## src/runaway_watchdog_pkg.sv

```systemverilog
// Package of constants for the runaway watchdog
package runaway_watchdog_pkg;
    localparam int          CNT_W          = 16;
    localparam logic [15:0] CNT_RELOAD     = 16'hFFFF;
    localparam logic [15:0] CNT_ZERO       = 16'h0000;
    localparam logic [15:0] CNT_ONE        = 16'h0001;
    localparam int          SYNC_STAGES    = 2;
    localparam logic        SYNC_RESET_VAL = 1'b0;
endpackage

```

## src/runaway_watchdog.sv

```systemverilog
// Runaway watchdog: 16-bit down counter, enable flag and two underflow flags
// Function
// - The 16-bit down counter counts instruction clocks and loads FFFF on reset release.
// - One count pulse arriving while the counter is 0000 sets the first underflow flag.
// - An underflow with the first flag already set sets the second flag and pulls reset low.
// - The watchdog is active whenever the enable flag is one after reset release.
// - A disable command followed directly by a service command clears the enable flag.
// - The enable flag is set on every system reset and on entry to back-up mode.
// - Service with the first flag set clears it and skips the next instruction, else no skip.
// - The service command's test-and-skip works even while the watchdog is disabled.
// - The disable command alone does not stop the watchdog.
// - Entry to back-up mode reinitialises the first flag and the counter.
// - After return from back-up the watchdog is active again.
`timescale 1ns/1ps
module runaway_watchdog
    import runaway_watchdog_pkg::*;
(
    input  wire logic clk,
    input  wire logic sys_rst,
    input  wire logic instr_tick,
    input  wire logic service_and_skip_command,
    input  wire logic guard_disable_command,
    input  wire logic backup_entry,
    output logic      skip_next,
    output logic      chip_reset_n,
    output logic      guard_enable_flag,
    output logic      first_underflow_flag,
    output logic      second_underflow_flag
);
    import runaway_watchdog_pkg::*;

    // ------------------------------------------------------------
    // State
    // ------------------------------------------------------------
    logic [CNT_W-1:0] count_ff;
    logic             enable_ff;
    logic             first_underflow_flag_ff;
    logic             second_underflow_flag_ff;
    logic             disarm_ff;
    logic             skip_ff;
    logic             rst_n_ff;
    logic             backup_sync;

    // Back-up entry comes from the power controller, not this clock domain
    level_sync u_backup_sync (
        .clk      (clk),
        .sys_rst  (sys_rst),
        .async_in (backup_entry),
        .sync_out (backup_sync)
    );

    // ------------------------------------------------------------
    // Decode
    // ------------------------------------------------------------
    logic             count_pulse;
    logic             underflow;
    logic             disable_now;
    logic             service_clear;
    logic [CNT_W-1:0] nxt_count;
    logic             nxt_enable;
    logic             nxt_first_underflow_flag;
    logic             nxt_disarm;

    // Counting stops while disabled; a tripped chip reset freezes it too
    assign count_pulse   = instr_tick && enable_ff && !second_underflow_flag_ff;
    assign underflow     = count_pulse && (count_ff == CNT_ZERO);
    // Only an immediately following service completes the disable
    assign disable_now   = disarm_ff && service_and_skip_command && instr_tick;
    assign service_clear = service_and_skip_command && instr_tick && first_underflow_flag_ff;
    assign nxt_count     = backup_sync ? CNT_RELOAD
                         : count_pulse ? count_ff - CNT_ONE : count_ff;
    // Underflow wins over a clear in the same cycle
    assign nxt_first_underflow_flag      = backup_sync ? 1'b0
                         : underflow ? 1'b1
                         : service_clear ? 1'b0 : first_underflow_flag_ff;
    assign nxt_enable    = backup_sync ? 1'b1
                         : disable_now ? 1'b0 : enable_ff;
    // Any other instruction boundary without a disable command drops a pending disable
    assign nxt_disarm    = instr_tick ? guard_disable_command : disarm_ff;

    // ------------------------------------------------------------
    // Registers
    // ------------------------------------------------------------
    always_ff @(posedge clk) begin
        if (sys_rst) begin
            count_ff  <= CNT_RELOAD;
            enable_ff <= 1'b1;
            first_underflow_flag_ff   <= 1'b0;
            disarm_ff <= 1'b0;
        end else begin
            count_ff  <= nxt_count;
            enable_ff <= nxt_enable;
            first_underflow_flag_ff   <= nxt_first_underflow_flag;
            disarm_ff <= nxt_disarm;
        end
    end

    // Second underflow latches until system reset; the reset pin follows it
    always_ff @(posedge clk) begin
        if (sys_rst) begin
            second_underflow_flag_ff  <= 1'b0;
            rst_n_ff <= 1'b1;
            skip_ff  <= 1'b0;
        end else begin
            second_underflow_flag_ff  <= second_underflow_flag_ff || (underflow && first_underflow_flag_ff && !backup_sync);
            rst_n_ff <= !(second_underflow_flag_ff || (underflow && first_underflow_flag_ff && !backup_sync));
            skip_ff  <= service_clear;
        end
    end

    assign skip_next             = skip_ff;
    assign chip_reset_n          = rst_n_ff;
    assign guard_enable_flag     = enable_ff;
    assign first_underflow_flag  = first_underflow_flag_ff;
    assign second_underflow_flag = second_underflow_flag_ff;
endmodule

```

## src/level_sync.sv

```systemverilog
// Two-stage synchroniser for one level from outside the clock domain
`timescale 1ns/1ps
module level_sync
    import runaway_watchdog_pkg::*;
(
    input  wire logic clk,
    input  wire logic sys_rst,
    input  wire logic async_in,
    output logic      sync_out
);
    logic meta_ff;
    logic sync_ff;

    always_ff @(posedge clk) begin
        if (sys_rst) begin
            meta_ff <= SYNC_RESET_VAL;
            sync_ff <= SYNC_RESET_VAL;
        end else begin
            meta_ff <= async_in;
            sync_ff <= meta_ff;
        end
    end

    assign sync_out = sync_ff;
endmodule

```

## config.mk

```make
export PLATFORM = sky130hd
export DESIGN_NAME = runaway_watchdog
export DESIGN_NICKNAME = d
export VERILOG_FILES = /design/src/runaway_watchdog_pkg.sv /design/src/runaway_watchdog.sv /design/src/level_sync.sv
export SDC_FILE = /design/constraint.sdc
export NUM_CORES = 1
export LEC_CHECK = 0
export ABC_AREA = 0
export BUFFER_PORTS_ARGS = -buffer_cell sky130_fd_sc_hd__buf_2
export CAP_MARGIN = 10
export CORE_MARGIN = 3
export CORE_UTILIZATION = 25
export DETAILED_ROUTE_END_ITERATION = 10
export GPL_TIMING_DRIVEN = 0
export MAX_ROUTING_LAYER = met4
export SYNTH_ARGS = -nofsm -noshare
export SYNTH_HDL_FRONTEND = slang
export SYNTH_SLANG_ARGS = --single-unit
```

## constraint.sdc

```tcl
create_clock -name clk -period 4.45 [get_ports clk]
set_clock_uncertainty 0.2 [all_clocks]
set_input_delay 0.445 -clock clk [delete_from_list [all_inputs] [get_ports clk]]
set_output_delay 0.445 -clock clk [all_outputs]
set_load 0.01 [all_outputs]
```

## Word-level counts from Yosys, hierarchy flattened

Index checks and enable logic that the tools add are counted.

| operators by class | value |
|---|---|
| add/subtract/negate cells | 1 |
| multiply operators | 0 |
| div/mod/pow operators | 0 |
| magnitude comparators | 0 |
| equality and inequality tests | 0 |
| shift-type cells | 0 |
| multiplexer cells | 2 |
| bitwise gates (word level) | 0 |
| reduce and logical (&&, ||, !) cells | 16 |

Operators with widths:

| cell | count |
|---|---|
| $logic_not A16 Y1 | 1 |
| $sub A16 B1 Y16 const B | 1 |
| $logic_and A1 B1 Y1 | 9 |
| $logic_not A1 Y1 | 3 |
| $mux W1 | 2 |
| $reduce_bool A2 Y1 | 1 |
| $reduce_or A2 Y1 | 1 |
| $logic_or A1 B1 Y1 | 1 |

| storage, ports and cells | value |
|---|---|
| register bits after elaboration | 24 |
| bits in latches | 0 |
| memory bits (writable) | 0 |
| memory bits (read-only) | 0 |
| input bits | 6 |
| output and inout bits | 5 |
| memories kept | 0 |

## Depth between registers and ports, before layout

| depth | value |
|---|---|
| depth after elaboration | 7 |
| mapped depth | 6 |

## Modules after synthesis

A second synthesis with hierarchy kept.

| unflattened totals | value |
|---|---|
| cells, all modules | 102 |
| area total of the unflattened synthesis | 987.2 um2 |

Modules (own cells, without submodules):

| module | times used | cells an instance | area each (um2) | sequential area each (um2) |
|---|---|---|---|---|
| runaway_watchdog | 1 | 98 | 934.6 | 440.4 |
| level_sync | 1 | 4 | 52.6 | 40.0 |

## Least setup slack after synthesis

OpenSTA, ideal clock, no wires.

| timing path | value |
|---|---|
| path kind | register to register |
| from | register count_ff[4] |
| to | register count_ff[14] |
| arrival time | 1.968 ns |
| setup slack | 2.219 ns |
| stages on the path, launching flop included | 6 |
| buffers on the path | 1 |
| clock period less this slack | 2.231 ns |
| cell sequence | dfxtp_1 or4_4 or4_4 buf_6 or4_1 nand3_1 |

| between the ends | value |
|---|---|
| longest elaborated chain between the ends | 1 |

RTL lines:

| item | RTL line | RTL |
|---|---|---|
| start: declaration | runaway_watchdog.sv:35 | `logic [CNT_W-1:0] count_ff;` |
| start signal: assignment | runaway_watchdog.sv:91 | `count_ff <= nxt_count;` |
| $sub A16 B1 Y16 | runaway_watchdog.sv:71 | `: count_pulse ? count_ff - CNT_ONE : count_ff;` |

No other way between the ends.
A chain may end at the register's enable or synchronous reset.

## Final worst setup path

| timing path | value |
|---|---|
| from | register count_ff[4] |
| to | register rst_n_ff, in the netlist chip_reset_n |

| between the ends | value |
|---|---|
| longest elaborated chain between the ends | 6 |

RTL lines:

| item | RTL line | RTL |
|---|---|---|
| $logic_not A16 Y1 | runaway_watchdog.sv:66 | `assign underflow = count_pulse && (count_ff == CNT_ZERO);` |
| $logic_and A1 B1 Y1 | runaway_watchdog.sv:66 |  |
| $logic_and A1 B1 Y1 (2 in a row) | runaway_watchdog.sv:106 | `rst_n_ff <= !(second_underflow_flag_ff \|\| (underflow && first_underflow_flag_ff && !backup_sync));` |
| $logic_or A1 B1 Y1 | runaway_watchdog.sv:106 |  |
| $logic_not A1 Y1 | runaway_watchdog.sv:106 |  |
| end signal: assignment | runaway_watchdog.sv:106 |  |
| end: declaration | runaway_watchdog.sv:41 | `logic rst_n_ff;` |

No other way between the ends.

==> metrics.csv <==
stage;metric;value;unit
power_and_ir_drop;p_leak;0.4115;nW
min_path;hold_class;in -> reg;
clock_tree;root_buffer;clkbuf_8;
sta;slew_headroom;69.64;%
grt;grt_pass1_vias;820;
place;place.gp.congestion;0.7098;
sta;hold_viol_final;0;
sta;worst_pin_slew;455.5;ps
synth;avgSynthCellArea;9.678;um^2
synth;yosysWarnings;0;
final_layout;instances_no_fill;164;
grt;grtUsageMet2;17.14;%
synth;synth.most_common_cell;dfxtp_1;
grt;use_met1;11.53;%
power_and_ir_drop;ir_drop;0.1462;mV
final_layout;antenna_cells;0;
critical_path;rr_startpoint;count_ff[4]$_SDFFE_PP1P_;
detailed_routing;drtIter0Drc;17;
grt;antenna_found_initial;0;
die;rows;22;
critical_path;slowest_stage;or4_4;
die;core;0.003744;mm^2
synth;synthDistinctLibCells;32;
sta;fin_tns_setup;0;ps
critical_path;reg2reg_to;chip_reset_n$_SDFF_PP1_;
detailed_routing;drcViolationCount;0;
synth;synth_top_area_cell;dfxtp_1;
synth;seq_area_frac_synth;48.67;%
critical_path;cpMostUsedCell;or4_4;
critical_path;worst-path-buf-inv;1;
detailed_routing;wirelength;1976;um
critical_path;r2r_cells;5;
die;start_util;26.37;%
detailed_routing;vias;791;
sta;timing.final.crit_share;52.87;%
place;numPortBuffers;10;
flow_run;cap_violations;0;
synth;synth_cells;102;
grt;grtUsageMet3;1.459;%
sta;drv_slew;0;
sta;rsz0062_at_grt;no;
final_layout;syn2layout_area_growth;16.73;%
die;ioPinCount;11;
sta;fmaxAchievable;0.4251;GHz
clock_tree;clk_pin_slew_worst_paths;90;ps
synth;synth_top_area_share;48.67;%
critical_path;crit_path_end_kind;flop;
clock_tree;cts_hold_buf;0;
synth;synth_area_leaders;dfxtp_1 (49%), xnor2_1 (4.4%), nand3_1 (4.1%);
min_path;min_from;backup_entry;
min_path;holdPathEnd;u_backup_sync.meta_ff$_SDFF_PP0_;
critical_path;worstSetupPathType;reg -> reg;
final_layout;drive_above_1_share;20.69;%
synth;synth_edf_count;0;
die;die_y;68.84;um
status;outcome;finished clean;
grt;grt_max_degree;14;
min_path;holdPathStages;2;
grt;gr-max-usage-layer;met2;
critical_path;timing.reg2reg.setup_slack;2100;ps
clock_tree;cts_tree;done;
detailed_routing;wl_per_cell;12.05;um
clock_tree;cts_buffers;3;
grt;grt_overflow_total;0;
clock_tree;cts_setup_buffers;0;
die;dieWidth;68.84;um
sta;setup_viol;0;
detailed_routing;vias_per_cell;4.823;
synth;synth_ff_type;dfxtp_1;
die;fp.dieArea;0.004739;mm^2
critical_path;cp_top_family;simple AND/OR/NAND/NOR gates;
synth;synth_nets;109;
clock_tree;clk-insertion-delay-late;260;ps
clock_tree;clk_path_buf_depth;2;
grt;track_usage;10.09;%
clock_tree;post_cts_resized;0;
synth;ys_ff_latch;24;
detailed_routing;ant_nets;0;
synth;async_flop_share;0;%
critical_path;critPathMaxStageDelay;560;ps
critical_path;cp-start-kind;flop;
critical_path;arrival;2290;ps
power_and_ir_drop;powerDensity;333.9;mW/mm^2
critical_path;cp_max_fo;10;
clock_tree;htreeDepth;1;
sta;fin_crit;2353;ps
critical_path;crit_required;4390;ps
synth;yosys-top-cells-count;dfxtp_1 (24), nand2_1 (10), nand3_1 (8);
place;dp.cells;160;
clock_tree;cts.sinks;24;
final_layout;fin_nets;124;
grt;grt_pass1_wl;3477;um
detailed_routing;firstDrtPassIters;4;
synth;netlist_area;987.2;um^2
critical_path;crit_chain;or4_4, or4_4, buf_6, nor4_2, a32oi_1;
place;hpwl;1401;um
routing by layer:
metal  up-vias  part of all wire, %
met5         -                    0
met4         0                  2.0
met3         4                  3.0
met2        15                   47
met1       376                   48
li1        396                    -
where the power goes:
| part | switching [W] | internal, W | leakage (nW) |
|---|---|---|---|
| clock network | 0.0000679 | 0.0000789 | 0.0288 |
| logic | 0.0000109 | 0.00000667 | 0.188 |
| registers | 0.00000218 | 0.000218 | 0.195 |
| total | 0.0000810 | 0.000304 | 0.411 |
layout make-up:
class,count,area (um^2)
clock buffers,4,55.05
repair buffers,10,50.05
plain buffers,4,22.52
well taps,48,60.06
multi-input cells,70,469.2
fillers,413,2591
inverters,4,15.01
flip-flops and latches,24,480.5
worst max-delay path by stage:
stage                           endpoint                     start  slack, ps  cells past startpoint
6_report         chip_reset_n$_SDFF_PP1_  count_ff[4]$_SDFFE_PP1P_       2100                      5
5_1_grt          chip_reset_n$_SDFF_PP1_  count_ff[4]$_SDFFE_PP1P_       1940                      5
4_1_cts          chip_reset_n$_SDFF_PP1_  count_ff[4]$_SDFFE_PP1P_       2070                      5
3_5_place_dp     chip_reset_n$_SDFF_PP1_  count_ff[4]$_SDFFE_PP1P_       2090                      5
3_3_place_gp     chip_reset_n$_SDFF_PP1_  count_ff[4]$_SDFFE_PP1P_       2140                      5
2_1_floorplan  count_ff[14]$_SDFFE_PP1P_  count_ff[4]$_SDFFE_PP1P_       2220                      5
logic make-up after synthesis:
family,Yosys count,synth area share (%)
simple gates,46,27.50
xor+xnor,7,6.211
flops,24,48.67
fa+ha+maj,1,1.267
buf+inv,8,3.802
mux,1,1.014
compound gates,15,11.53
layout by cell type, fill, tap and decap left out, drive strengths merged, types with 2 or more instances in the layout:
cell	synthesis	layout
o21a	2	2
nor4	2	2
xnor2	5	5
dfxtp	24	24
or4	7	7
o41ai	2	2
or2	3	3
nor3	3	3
inv	4	4
o31ai	4	4
buf	1	11
nor2b	2	2
o21ai	2	2
nand3	8	8
nor2	4	4
clkbuf	3	7
o211ai	2	2
xor2	2	2
nand2	11	11
or3	3	3
metrics by stage:
stage	power (W)	util, %	cell area, um^2	hold WS, ps	worst slack (ps)
final	0.0003847	30.78	1152	192.0	2097
after global routing	0.0003997	30.78	1152	215.2	1944
after CTS	0.0003891	30.78	1152	191.2	2074
after detailed placement	0.0002434	29.31	1097	231.9	2092
after global placement	0.0002421	29.31	1097	226.2	2138
after floorplan	0.0002359	-	987.2	213.8	2219
state kept, by name, indices dropped and copies added (netlist names):
name / count
second_underflow_flag: 1
count_ff: 16
guard_enable_flag: 1
chip_reset_n: 1
u_backup_sync.sync_out: 1
skip_next: 1
disarm_ff: 1
first_underflow_flag: 1
u_backup_sync.meta_ff: 1
(Power assumes the default switching activity.)
